==> config.mk <==
export PLATFORM = sky130hd
export DESIGN_NAME = serial_bus_controller
export DESIGN_NICKNAME = d
export VERILOG_FILES = /design/src/verilog/serial_bus_controller.v
export VERILOG_INCLUDE_DIRS = /design/src /design/src/verilog
export SDC_FILE = /design/constraint.sdc
export NUM_CORES = 1
export LEC_CHECK = 0
export ABC_AREA = 1
export BUFFER_PORTS_ARGS = -buffer_cell sky130_fd_sc_hd__buf_2
export CORE_ASPECT_RATIO = 0.5
export CORE_MARGIN = 1.5
export CORE_UTILIZATION = 50
export DETAILED_ROUTE_END_ITERATION = 12
export GPL_TIMING_DRIVEN = 0
export HOLD_SLACK_MARGIN = 0.1
export PLACE_DENSITY = 0.68
export SYNTH_ARGS = -nofsm -noshare
export SYNTH_HDL_FRONTEND = slang
export SYNTH_SLANG_ARGS = --single-unit
export TNS_END_PERCENT = 10
==> constraint.sdc <==
create_clock -name i_core_clk -period 2.1 [get_ports i_core_clk]
set_input_delay 0.42 -clock i_core_clk [delete_from_list [all_inputs] [get_ports i_core_clk]]
set_output_delay 0.42 -clock i_core_clk [all_outputs]
set_load 0.005 [all_outputs]
==> src/verilog/serial_bus_regs.vh <==
`ifndef SERIAL_BUS_REGS_VH
`define SERIAL_BUS_REGS_VH
// configuration register fields
`define CFG_ENABLE        7
`define CFG_INHIBIT       6
`define CFG_BUSY          5
`define CFG_EXTHOLD       4
`define CFG_LOW_TO_EN     3
`define CFG_FREE_TO_EN    2
`define CFG_CS_HI         1
`define CFG_CS_LO         0
`define CFG_RESET         8'h00
// control/status register fields
`define CTL_MASTER        7
`define CTL_TXMODE        6
`define CTL_START         5
`define CTL_STOP          4
`define CTL_ACKRQ         3
`define CTL_ARBLOST       2
`define CTL_ACK           1
`define CTL_SI            0
`define CTL_RESET         8'h00
`define DATA_RESET        8'h00
// timing
`define FREE_PERIODS      4'hA
`define MIN_BIT_DIV       5'h14
`define HOLD_SHORT        4'h3
`define HOLD_LONG         4'hC
`define BIT_LAST          4'h7
`define BIT_ACK           4'h8
`endif

==> src/verilog/serial_bus_controller.v <==
// Contract
// - bit rate up to system clock over twenty
// - software exchanges whole bytes, hardware shifts bits
// - master, slave or both, multi-master safe
// - one data register for data and addresses
// - lines driven only open-drain, idle high
// - master starts transfers and supplies clock
// - START plus address makes sender the master
// - START, address with direction, data, STOP
// - receiver acks by SDA low during SCL high
// - direction one reads, zero writes
// - transmitter waits for receiver ack per byte
// - master ends transfer with STOP
// - master starts only on a free bus
// - high sent but low seen loses arbitration
// - arbitration loser continues as slave
// - master waits while SCL held low
// - SCL low past 25 ms is timeout
// - low timeout timer reloads high, counts low
// - free after ten bit-clock periods both high
// - pending START issued on free timeout
// - free timeout needs running bit clock
// - clock-low extension supported
// - one overflow sets minimum low and high
// - interrupt after ack on send, before on receive
// - free timeout acts like detected STOP
// - inhibited slave nacks addresses, no events; data bytes after the nacked address still raise events here
`timescale 1ns/100ps
`include "serial_bus_regs.vh"
module serial_bus_controller #(
  parameter LOW_TIMEOUT_CYCLES = 1250000,
  parameter RELEASE_CYCLES     = 500000
) (
  // clock and reset
  input  wire       i_core_clk,
  input  wire       i_reset,
  // bit clock sources (timer overflow pulses)
  input  wire [3:0] i_overflow,
  // configuration
  input  wire [7:0] i_cfg,
  // control writes: set start, stop, ack value, clear event
  input  wire       i_ctl_wr,
  input  wire [7:0] i_ctl_wdata,
  // data register write strobe and write data
  input  wire       i_data_wr,
  input  wire [7:0] i_data_wdata,
  // byte side buffer drain
  input  wire       i_rx_ready,
  // serial lines
  input  wire       i_scl,
  input  wire       i_sda,
  output reg        o_scl_oe,
  output reg        o_sda_oe,
  output reg        o_scl_out,
  output reg        o_sda_out,
  // status
  output reg  [7:0] o_status,
  output reg        o_busy,
  output reg  [7:0] o_data,
  output reg        o_rx_valid,
  output reg  [7:0] o_rx_data,
  output reg        o_low_timeout
);
  // ---------------------------------------------------------------
  // input synchronisers
  // ---------------------------------------------------------------
  reg [1:0] scl_s;
  reg [1:0] sda_s;
  reg       scl_q;
  reg       sda_q;
  always @(posedge i_core_clk) begin
    scl_s <= {scl_s[0], i_scl};
    sda_s <= {sda_s[0], i_sda};
    scl_q <= scl_s[1];
    sda_q <= sda_s[1];
  end
  wire scl = scl_s[1];
  wire sda = sda_s[1];
  wire scl_rise = scl & ~scl_q;
  wire scl_fall = ~scl & scl_q;
  wire start_seen = scl & scl_q & sda_q & ~sda;
  wire stop_seen  = scl & scl_q & ~sda_q & sda;
  wire enable   = i_cfg[`CFG_ENABLE];
  wire tick     = i_overflow[{i_cfg[`CFG_CS_HI], i_cfg[`CFG_CS_LO]}];
  wire [3:0] hold_cyc = i_cfg[`CFG_EXTHOLD] ? `HOLD_LONG : `HOLD_SHORT;

  // ---------------------------------------------------------------
  // low timeout and free timeout
  // ---------------------------------------------------------------
  reg [31:0] low_cnt;
  reg [3:0]  free_cnt;
  wire       free_to = i_cfg[`CFG_FREE_TO_EN] & o_busy & scl & sda & tick
                       & (free_cnt == `FREE_PERIODS);
  always @(posedge i_core_clk) begin
    if (i_reset | ~enable | ~i_cfg[`CFG_LOW_TO_EN] | scl) begin
      low_cnt <= 32'h0;
    end else if (low_cnt != LOW_TIMEOUT_CYCLES) begin
      low_cnt <= low_cnt + 32'h1;
    end
    if (i_reset | ~enable | ~(scl & sda)) begin
      free_cnt <= 4'h0;
    end else if (tick && free_cnt != `FREE_PERIODS) begin
      free_cnt <= free_cnt + 4'h1;
    end
  end

  // ---------------------------------------------------------------
  // byte engine
  // ---------------------------------------------------------------
  localparam ST_IDLE  = 3'h0;
  localparam ST_START = 3'h1;
  localparam ST_LOW   = 3'h2;
  localparam ST_HIGH  = 3'h3;
  localparam ST_WAIT  = 3'h4;
  localparam ST_STOP  = 3'h5;
  localparam ST_SLAVE = 3'h6;

  reg [2:0]  state;
  reg [3:0]  bitn;
  reg [7:0]  shreg;
  reg [7:0]  ctl;
  reg        addr_phase;
  reg        inhibit_now;
  reg        phase_ticks;
  reg [3:0]  hold_cnt;
  reg        start_req;
  reg        sda_next;
  reg [31:0] release_cnt;
  // two-entry receive buffer
  reg [7:0]  buf_mem [0:1];
  reg [1:0]  buf_cnt;
  reg        buf_wp;
  reg        buf_rp;
  wire       buf_full = (buf_cnt == 2'h2);
  reg        rx_push;
  reg [7:0]  rx_byte;
  wire       sending = ctl[`CTL_TXMODE];
  wire       is_master = ctl[`CTL_MASTER];

  always @(posedge i_core_clk) begin
    rx_push <= 1'b0;
    if (i_reset | ~enable) begin
      state       <= ST_IDLE;
      ctl         <= `CTL_RESET;
      bitn        <= 4'h0;
      shreg       <= `DATA_RESET;
      o_data      <= `DATA_RESET;
      o_scl_oe    <= 1'b0;
      o_sda_oe    <= 1'b0;
      o_sda_out   <= 1'b0;
      o_busy      <= 1'b0;
      addr_phase  <= 1'b0;
      inhibit_now <= 1'b0;
      phase_ticks <= 1'b0;
      hold_cnt    <= 4'h0;
      start_req   <= 1'b0;
      release_cnt <= 32'h0;
      rx_byte     <= 8'h00;
      o_low_timeout <= 1'b0;
    end else begin
      if (low_cnt == LOW_TIMEOUT_CYCLES) begin
        o_low_timeout <= 1'b1;
      end
      if (o_low_timeout) begin
        release_cnt <= release_cnt + 32'h1;
        if (release_cnt == RELEASE_CYCLES) begin
          state <= ST_IDLE;
          o_scl_oe <= 1'b0;
          o_sda_oe <= 1'b0;
          o_low_timeout <= 1'b0;
          release_cnt <= 32'h0;
        end
      end
      // software writes; event flag set by hardware wins over clear
      if (i_ctl_wr) begin
        ctl[`CTL_ACK] <= i_ctl_wdata[`CTL_ACK];
        if (i_ctl_wdata[`CTL_START]) start_req <= 1'b1;
        ctl[`CTL_STOP] <= i_ctl_wdata[`CTL_STOP];
        if (!i_ctl_wdata[`CTL_SI]) ctl[`CTL_SI] <= 1'b0;
        if (!i_ctl_wdata[`CTL_ARBLOST]) ctl[`CTL_ARBLOST] <= 1'b0;
      end
      if (i_data_wr) begin
        o_data <= i_data_wdata;
      end
      if (start_seen) begin
        o_busy <= 1'b1;
      end
      if (stop_seen | free_to) begin
        o_busy <= 1'b0;
        if (!is_master && state == ST_SLAVE && !inhibit_now) begin
          ctl[`CTL_STOP] <= 1'b1;
          ctl[`CTL_SI]   <= 1'b1;
        end
      end
      case (state)
        ST_IDLE: begin
          if (start_req && scl && sda && (!o_busy || free_to)) begin
            o_sda_oe   <= 1'b1;
            o_sda_out  <= 1'b0;
            phase_ticks <= 1'b0;
            start_req  <= 1'b0;
            o_busy     <= 1'b1;
            state      <= ST_START;
          end else if (start_seen) begin
            inhibit_now <= i_cfg[`CFG_INHIBIT];
            addr_phase  <= 1'b1;
            bitn        <= 4'h0;
            ctl[`CTL_TXMODE] <= 1'b0;
            state       <= ST_SLAVE;
          end
        end
        ST_START: begin
          if (tick) begin
            o_scl_oe <= 1'b1;
            ctl[`CTL_MASTER] <= 1'b1;
            ctl[`CTL_TXMODE] <= 1'b1;
            ctl[`CTL_START]  <= 1'b1;
            ctl[`CTL_SI]     <= 1'b1; // start event
            addr_phase <= 1'b1;
            state <= ST_WAIT;
          end
        end
        ST_WAIT: begin
          if (i_ctl_wr && !i_ctl_wdata[`CTL_SI]) begin
            ctl[`CTL_START] <= 1'b0;
            if (ctl[`CTL_ACKRQ]) begin
              o_sda_oe <= i_ctl_wdata[`CTL_ACK];
              sda_next <= i_ctl_wdata[`CTL_ACK];
              bitn <= `BIT_ACK;
              ctl[`CTL_ACKRQ] <= 1'b0;
              state <= is_master ? ST_LOW : ST_SLAVE;
            end else if (is_master && i_ctl_wdata[`CTL_STOP]) begin
              o_sda_oe <= 1'b1;
              state <= ST_STOP;
            end else begin
              shreg <= i_data_wr ? i_data_wdata : o_data;
              bitn  <= 4'h0;
              o_sda_oe <= sending & ~(i_data_wr ? i_data_wdata[7] : o_data[7]);
              sda_next <= sending & ~(i_data_wr ? i_data_wdata[7] : o_data[7]);
              state <= is_master ? ST_LOW : ST_SLAVE;
            end
            hold_cnt <= 4'h0;
            phase_ticks <= 1'b0;
          end
        end
        ST_LOW: begin
          if (hold_cnt != hold_cyc) hold_cnt <= hold_cnt + 4'h1;
          if (hold_cnt == hold_cyc - 4'h1) o_sda_oe <= sda_next;
          if (tick && hold_cnt == hold_cyc) begin
            o_scl_oe <= 1'b0;
            phase_ticks <= 1'b0;
            state <= ST_HIGH;
          end
        end
        ST_HIGH: begin
          // clock stays low while another party stretches it
          if (scl) begin
            if (scl_rise) begin
              if (o_sda_oe == 1'b0 && !sda && sending && bitn <= `BIT_LAST) begin
                ctl[`CTL_ARBLOST] <= 1'b1;
                ctl[`CTL_MASTER]  <= 1'b0;
                ctl[`CTL_TXMODE]  <= 1'b0;
                state <= ST_SLAVE;
              end
              shreg <= {shreg[6:0], sda};
            end
            if (tick) phase_ticks <= 1'b1;
            if (tick && phase_ticks) begin
              o_scl_oe <= 1'b1;
              hold_cnt <= 4'h0;
              if (bitn == `BIT_ACK && !sending) begin
                bitn <= 4'h0;
                sda_next <= 1'b0;
                state <= ctl[`CTL_STOP] ? ST_STOP : ST_LOW;
              end else if (bitn == `BIT_ACK) begin
                o_sda_oe <= 1'b0;
                if (sending) ctl[`CTL_ACK] <= ~sda;
                ctl[`CTL_SI] <= 1'b1;
                addr_phase <= 1'b0;
                if (addr_phase) ctl[`CTL_TXMODE] <= ~o_data[0];
                state <= ST_WAIT;
              end else if (bitn == `BIT_LAST) begin
                bitn <= `BIT_ACK;
                if (sending) begin
                  sda_next <= 1'b0;
                  state <= ST_LOW;
                end else begin
                  o_data <= shreg;
                  rx_byte <= shreg;
                  rx_push <= 1'b1;
                  ctl[`CTL_ACKRQ] <= 1'b1;
                  ctl[`CTL_SI] <= 1'b1;
                  state <= ST_WAIT;
                end
              end else begin
                bitn <= bitn + 4'h1;
                sda_next <= sending & ~shreg[7];
                state <= ST_LOW;
              end
            end
          end
        end
        ST_STOP: begin
          if (tick) begin
            if (o_scl_oe && !o_sda_oe) begin
              o_sda_oe <= 1'b1;
            end else if (o_scl_oe) begin
              o_scl_oe <= 1'b0;
            end else if (scl) begin
              o_sda_oe <= 1'b0;
              ctl[`CTL_MASTER] <= 1'b0;
              ctl[`CTL_STOP] <= 1'b0;
              state <= ST_IDLE;
            end
          end
        end
        ST_SLAVE: begin
          if (stop_seen | free_to) begin
            o_sda_oe <= 1'b0;
            state <= ST_IDLE;
          end else if (start_seen) begin
            addr_phase <= 1'b1;
            inhibit_now <= i_cfg[`CFG_INHIBIT];
            bitn <= 4'h0;
          end else if (scl_rise) begin
            if (bitn <= `BIT_LAST) shreg <= {shreg[6:0], sda};
            else if (sending) ctl[`CTL_ACK] <= ~sda;
          end else if (scl_fall) begin
            hold_cnt <= 4'h0;
            if (bitn == `BIT_LAST) begin
              bitn <= `BIT_ACK;
              if (sending) begin
                o_sda_oe <= 1'b0;
              end else if (inhibit_now && addr_phase) begin
                o_sda_oe <= 1'b0;
              end else begin
                o_data <= shreg;
                rx_byte <= shreg;
                rx_push <= 1'b1;
                ctl[`CTL_ACKRQ] <= 1'b1;
                ctl[`CTL_SI] <= 1'b1;
                o_scl_oe <= 1'b1;
                if (addr_phase) ctl[`CTL_TXMODE] <= shreg[0];
                state <= ST_WAIT;
              end
            end else if (bitn == `BIT_ACK) begin
              o_sda_oe <= 1'b0;
              bitn <= 4'h0;
              addr_phase <= 1'b0;
              if (sending && !inhibit_now) begin
                ctl[`CTL_SI] <= 1'b1;
                o_scl_oe <= 1'b1;
                state <= ST_WAIT;
              end
            end else begin
              bitn <= bitn + 4'h1;
              o_sda_oe <= sending & ~shreg[7];
            end
          end
        end
        default: state <= ST_IDLE;
      endcase
      if (state == ST_WAIT && !is_master && i_ctl_wr && !i_ctl_wdata[`CTL_SI]) begin
        o_scl_oe <= 1'b0;
      end
    end
  end

  // ---------------------------------------------------------------
  // receive buffer and status
  // ---------------------------------------------------------------
  wire pop  = o_rx_valid & i_rx_ready;
  wire push = rx_push & ~buf_full;
  always @(posedge i_core_clk) begin
    if (i_reset) begin
      buf_cnt    <= 2'h0;
      buf_wp     <= 1'b0;
      buf_rp     <= 1'b0;
      o_rx_valid <= 1'b0;
      o_rx_data  <= 8'h00;
      o_status   <= `CTL_RESET;
      o_scl_out  <= 1'b0;
    end else begin
      o_scl_out <= 1'b0;
      o_status  <= ctl;
      if (push) begin
        buf_mem[buf_wp] <= rx_byte;
        buf_wp <= ~buf_wp;
      end
      if (pop) buf_rp <= ~buf_rp;
      buf_cnt <= buf_cnt + {1'b0, push} - {1'b0, pop};
      o_rx_valid <= (buf_cnt + {1'b0, push} - {1'b0, pop}) != 2'h0;
      o_rx_data  <= (push & ((buf_cnt == 2'h0) | ((buf_cnt == 2'h1) & pop))) ? rx_byte
                    : buf_mem[pop ? ~buf_rp : buf_rp];
    end
  end
endmodule

==> impl_metrics.csv, run 1 <==
group,metric,value,unit
outcome,status,"finished clean",
cts,cts_root_buffer,"clkbuf_16",
route,drtAntennaViolNets,0,
cells_and_area,area_growth,14.7,%
route,num_vias,8299,
setup_path,worstSetupStartpoint,"state[0]",
global_routing,antenna_found_initial,0,
cells_and_area,n_antenna_cell,0,
setup_path,crit_end,"sda_next",
setup_path,start_kind,"flop",
cells_and_area,layout-drive-gt1-share,14.4,%
job,drv_cap,0,
floorplanning,dieArea,18200,um2
synth,synth_cells,1251,
floorplanning,fp.dieH,96.2,um
synth,ys_seq_area_share,39.7,%
pwr,power.density,686,nW/um2
synth,yosys_warnings,0,
setup_path,cp_max_fo,10,
route,drc,0,
timing,fin_crit_sh,96.1,%
synth,ys.flop_type,"dfxtp_1",
floorplanning,initial_utilization,52.1,%
floorplanning,ios,66,
cts,cts_tree,"done",
min_path,hold_class,"input pin to flop",
cts,clk_pin_slew,0.07,ns
timing,slew_viol_final,0,
place,io_buffers,57,
place,dp_cells,1536,
global_routing,grt_max_degree,18,
setup_path,crit_type,"flop to flop",
timing,setup_tns,0,ns
setup_path,worstPathRequired,2.21,ns
global_routing,grt_pass1_wl,36100,um
timing,holdWs,0.282,ns
floorplanning,fp.dieW,189,um
timing,hold_viol_final,0,
timing,skew,0.0136,ns
setup_path,r2r-end,"sda_next",
timing,fmax,0.495,GHz
synth,synthArstFlopShare,0,%
synth,yosysUniqueCellTypes,50,
place,hpwlAfterDp,16600,um
timing,finalSetupViolations,0,
route,initialDrtViolationCount,539,
place,dpl_cell_area,9270,um2
timing,rsz0062_at_grt,"true",
cts,clock_latency,0.44,ns
timing,max_slew.worst_pin.slew,0.899,ns
global_routing,grt_usage,25.3,%
synth,synth_area,8690,um2
synth,syn_area_per_cell,6.95,um2
setup_path,r2r_start,"state[0]",
cts,htree_levels,4,
cts,cts_sinks,164,
min_path,hold_path_depth,5,
min_path,hold_start,"i_cfg[6]",
timing,period_minus_slack,2.02,ns
timing,relSlewSlack,39.9,%
global_routing,grt_overflow_total,0,
route,via_per_inst,5.28,
pwr,power,6.84,mW
setup_path,crit_arrival,2.13,ns
setup_path,r2r_setup_slack,0.08,ns
setup_path,endpoint_kind,"flop",
synth,ys_seq_elements,164,
route,wl,22400,um
cells_and_area,design_area,9970,um2
cells_and_area,layout.nets,1377,
floorplanning,num_rows,33,
cts,clockBufferDepth,2,
pwr,p_leak,4.21,nW
cells_and_area,fin_cells,1571,
place,gp_congestion,0.920,
route,avgRoutedWirePerCell,14.2,um
floorplanning,coreArea,16700,um2
pwr,vdd_ir_drop_max,0.000583,V
setup_path,r2r_cells,5,
global_routing,grt_pass1_vias,7389,
route,firstDrtPassIters,5,
cts,numCtsBuffers,17,
synth,synth_edf_count,17,
## cells in the mapped netlist (9+ instances only)
cell / instances / area share, %
nor2_2: 10 / 0.72
dfxtp_1: 147 / 34
inv_1: 178 / 7.7
edfxtp_1: 17 / 5.9
o21ai_0: 65 / 3.7
nand3_1: 69 / 4.0
nor2_4: 10 / 1.3
inv_2: 11 / 0.47
ha_1: 11 / 1.6
xor2_1: 12 / 1.2
o22ai_1: 9 / 0.65
a21oi_1: 82 / 4.7
nor3_1: 40 / 2.3
nand4_1: 26 / 1.9
nand2_1: 286 / 12
nand2_2: 11 / 0.79
nor2_1: 162 / 7.0
## logic make-up after synthesis
kind of cell,count (synthesis),synth area share (%)
XOR/XNOR,14,1.41
AND/OR/NAND/NOR,643,33.6
AO/OA/AOI/OAI,197,12.7
multiplexers,8,1.04
buffers and inverters,213,9.90
other,1,0.0431
adder cells (fa/ha/maj),11,1.58
flip-flops,164,39.7
## flip-flops by register name, summed over array words and instances, names as in the netlist, 2 cells and up
signal       count
o_data           8
shreg            8
ctl              8
sda_s            2
rx_byte          8
buf_mem         16
release_cnt     32
low_cnt         32
hold_cnt         4
buf_cnt          2
bitn             4
free_cnt         4
o_rx_data        8
scl_s            2
state            3
o_status         8
## stage by stage
step	util, %	worst slack [ns]
floorplan	-	0.396
global placement	55.6	-0.465
detailed placement	55.6	-0.452
CTS	59.2	0.0576
global route	59.8	-0.0678
finish	59.8	0.0817
## per-layer routing
layer	GRT usage [%]	vias to the layer above	share of wire, %
met1	32.5	3774	47
met2	42.0	254	45
met5	0	-	0
met4	10.8	0	2.9
li1	-	4215	-
met3	4.89	56	5.9
## worst min path at each step
stage | end
floorplan | scl_s[1]
finish | inhibit_now
detailed placement | sda_s[1]
global route | ctl[4]
CTS | ctl[4]
global placement | sda_s[1]
## layout make-up
type / count / area [um2]
Buffer: 22 / 140
Fill cell: 1587 / 6710
Inverter: 191 / 722
Clock buffer: 17 / 425
Tap cell: 227 / 284
Timing Repair Buffer: 60 / 313
Clock inverter: 15 / 161
Multi-Input combinational cell: 875 / 4470
Sequential cell: 164 / 3460
## layout by cell type (no fill, tap or decap), drive strengths merged, types with 9 or more instances in the layout
cell	netlist	layout
nand3	73	73
dfxtp	147	147
nor3	44	44
o22ai	9	9
nor2	182	182
inv	191	200
clkbuf	9	26
buf	13	71
a21oi	83	83
nand4	26	26
ha	11	11
edfxtp	17	17
o21ai	69	69
xor2	12	12
nand2	304	304
## critical path, stage by stage, from the launching register on
cell	delay, ns
dfxtp_1	0.50
inv_2	0.16
nor2_4	0.33
buf_2	0.30
o21ai_0	0.12
a211oi_1	0.28
## power by group
group	internal (mW)	switching, mW
combinational	0.183	0.278
sequential	3.21	0.0320
clock	1.69	1.45
## timing repair
action | 4_1_cts | 5_1_grt
setup buffers | 0 | 1
setup endpoints to repair | 3 | 64
resized for setup | 2 | 25
hold buffers | 2 | 0
hold endpoints to repair | 2 | 0
pin swaps | 0 | 3
No activity file was read; power rests on OpenSTA's default activity.
==> run 2: changes to the inputs <==
ABC_AREA = unset   (was 1)
ABC_CLOCK_PERIOD_IN_PS = 2100   (was unset)
PLACE_DENSITY = 0.69   (was 0.68)
==> run 2 against run 1 <==
Compared with the run above: the flow now finishes with violations (negative setup slack); sequential cell count unchanged; final area down 5.8%; power up 0.86%; wire length down 9.8%; first-iteration DRC count down 6.3%; sequential share of layout area up 2.2 points; clock-buffer cell count unchanged; largest power group unchanged; highest routed layer unchanged.
==> impl_metrics.csv, run 2 <==
group,metric,value,unit
route,drtAntennaViolNets,0,
pwr,power,6.90,mW
floorplanning,coreArea,15300,um2
cells_and_area,layout-drive-gt1-share,18.4,%
synth,netlist.area_leader.share,37.7,%
synth,synthTopCellsByArea,"dfxtp_1, nor2_1, edfxtp_1",
synth,yosysTopAreaCell,"dfxtp_1",
min_path,hold_class,"input pin to flop",
cells_and_area,design_area,9390,um2
global_routing,grt_pass1_vias,6426,
cts,clk_pin_slew,0.07,ns
route,drc,0,
synth,ys_seq_area_share,44.2,%
synth,syn_area_per_cell,8.77,um2
cells_and_area,final_util,61.2,%
cells_and_area,fillers,1327,
cells_and_area,area_growth,20.2,%
synth,ys.flop_type,"dfxtp_1",
synth,synth_cells,890,
setup_path,worstPathRequired,2.44,ns
global_routing,grt_max_degree,20,
outcome,failed_checks,"negative setup slack",
place,dpl_cell_area,8360,um2
cells_and_area,layout.nets,1024,
floorplanning,dieArea,16400,um2
cts,numCtsBuffers,17,
place,hpwlAfterDp,14100,um
timing,fmax,0.462,GHz
timing,finalSetupViolations,5,
cts,cts_sinks,164,
setup_path,critical_path.max_stage_delay,0.55,ns
job,drv_cap,0,
place,io_buffers,58,
cells_and_area,n_antenna_cell,0,
synth,synth_most_common_cell,"dfxtp_1",
setup_path,crit_slowest_cell,"nor4bb_2",
synth,synth_edf_count,17,
setup_path,crit_type,"flop to flop",
cts,clockBufferDepth,2,
route,wl,20200,um
route,via_per_inst,5.70,
timing,skew,0.0137,ns
floorplanning,fp.dieW,180,um
global_routing,grt_overflow_total,0,
cells_and_area,fin_cells,1195,
setup_path,start_kind,"flop",
synth,synthArstFlopShare,0,%
floorplanning,ios,66,
pwr,power.density,735,nW/um2
outcome,status,"complete, but fails checks",
floorplanning,initial_utilization,50.9,%
setup_path,path_cells,"inv_1, ha_1, nor4bb_2, o32a_1, nor3_1, a221o_1, a31o_2",
cells_and_area,largest_registers,"low_cnt: 32 flops, release_cnt: 32 flops, buf_mem: 16 flops",
global_routing,antenna_found_initial,0,
cts,clock_latency,0.45,ns
timing,relSlewSlack,15.8,%
route,num_vias,6807,
timing,rsz0062_at_grt,"true",
timing,max_slew.worst_pin.slew,1.26,ns
global_routing,grt_usage,24.8,%
setup_path,cp_max_fo,5,
timing,slew_viol_final,0,
synth,ys_top_cells_by_count,"dfxtp_1, nor2_1, nand2_1",
timing,period_minus_slack,2.17,ns
timing,fin_crit_sh,103,%
cells_and_area,mostFrequentLayoutCells,"nor2_1, dfxtp_1, buf_2, nand2_1, a21oi_1",
global_routing,grt_pass1_wl,32400,um
timing,hold_viol_final,0,
setup_path,endpoint_kind,"flop",
route,firstDrtPassIters,8,
setup_path,crit_arrival,2.50,ns
synth,ys_seq_elements,164,
synth,synth_area,7810,um2
timing,fin_ws,-0.0665,ns
route,avgRoutedWirePerCell,16.9,um
floorplanning,fp.dieH,91.4,um
place,gp_congestion,0.956,
cts,cts_root_buffer,"clkbuf_16",
cts,cts_tree,"done",
cts,htree_levels,4,
cells_and_area,final_common_cell,"nor2_1",
synth,yosysUniqueCellTypes,70,
synth,yosys_warnings,0,
pwr,p_leak,3.54,nW
pwr,vdd_ir_drop_max,0.000558,V
place,dp_cells,1154,
floorplanning,num_rows,32,
route,initialDrtViolationCount,505,
-- run 2: worst max-delay path: cells and delay by family, from the launching register on --
kind                     cells  cell delay, ns
AO/OA/AOI/OAI                3            0.85
adder cells (fa/ha/maj)      1            0.18
buffers and inverters        1            0.07
flip-flops                   1            0.35
AND/OR/NAND/NOR              2            0.62
-- run 2: worst paths after layout --
check        startpoint     endpoint  slack, ns  cells after the start
max             bitn[0]      bitn[3]      -0.07                      7
min            i_cfg[6]  inhibit_now       0.23                      3
max reg2reg     bitn[0]      bitn[3]      -0.07                      7
min reg2reg    scl_s[0]     scl_s[1]       0.33                      0
-- run 2: cells by family (layout without fill, tap and decap cells) --
| kind of cell | count (synthesis) | after routing | synth area share, % |
|---|---|---|---|
| compound gates | 147 | 147 | 12.4 |
| simple gates | 402 | 402 | 26.3 |
| xor+xnor | 65 | 65 | 7.29 |
| flops | 164 | 164 | 44.2 |
| other cells | 1 | 2 | 0.0480 |
| fa+ha+maj | 11 | 11 | 1.76 |
| buf+inv | 66 | 166 | 3.40 |
| mux | 34 | 34 | 4.54 |
-- run 2: layout make-up --
class	count	area (um2)	area share, %
Multi-Input combinational cell	661	4360	46.4
Sequential cell	164	3460	36.9
Clock inverter	15	179	1.91
Buffer	36	196	2.09
Timing Repair Buffer	73	415	4.43
Inverter	25	93.8	1.00
Tap cell	204	255	2.72
Clock buffer	17	425	4.53
-- run 2: what timing repair did --
item	4_1_cts	5_1_grt
hold buffers	2	0
setup buffers	6	5
cloned	0	1
endpoints found under the hold margin	2	0
pin swaps	7	7
endpoints found under the setup margin	78	90
gates resized for setup	52	45
-- run 2: metal layers --
layer	global-route usage, %	wire [um]	vias to the layer above
met5	0	0	-
met4	8.68	337	0
met3	6.02	1320	31
met2	38.8	8910	201
met1	33.5	9610	3237
li1	-	-	3338
-- run 2: report_power, final --
| group | leakage (nW) | switching (mW) | internal, mW |
|---|---|---|---|
| Sequential | 1.33 | 0.0348 | 3.22 |
| Combinational | 1.91 | 0.281 | 0.212 |
| Clock | 0.295 | 1.53 | 1.62 |
-- run 2: metrics by stage --
stage	setup WS [ns]	setup TNS, ns	hold slack [ns]
2_1_floorplan	-0.218	-1.36	0.310
4_1_cts	-0.116	-0.516	0.223
3_3_place_gp	-1.04	-36.31	0.315
5_1_grt	-0.190	-1.73	0.242
3_5_place_dp	-0.986	-34.95	0.318
6_report	-0.0665	-0.201	0.229
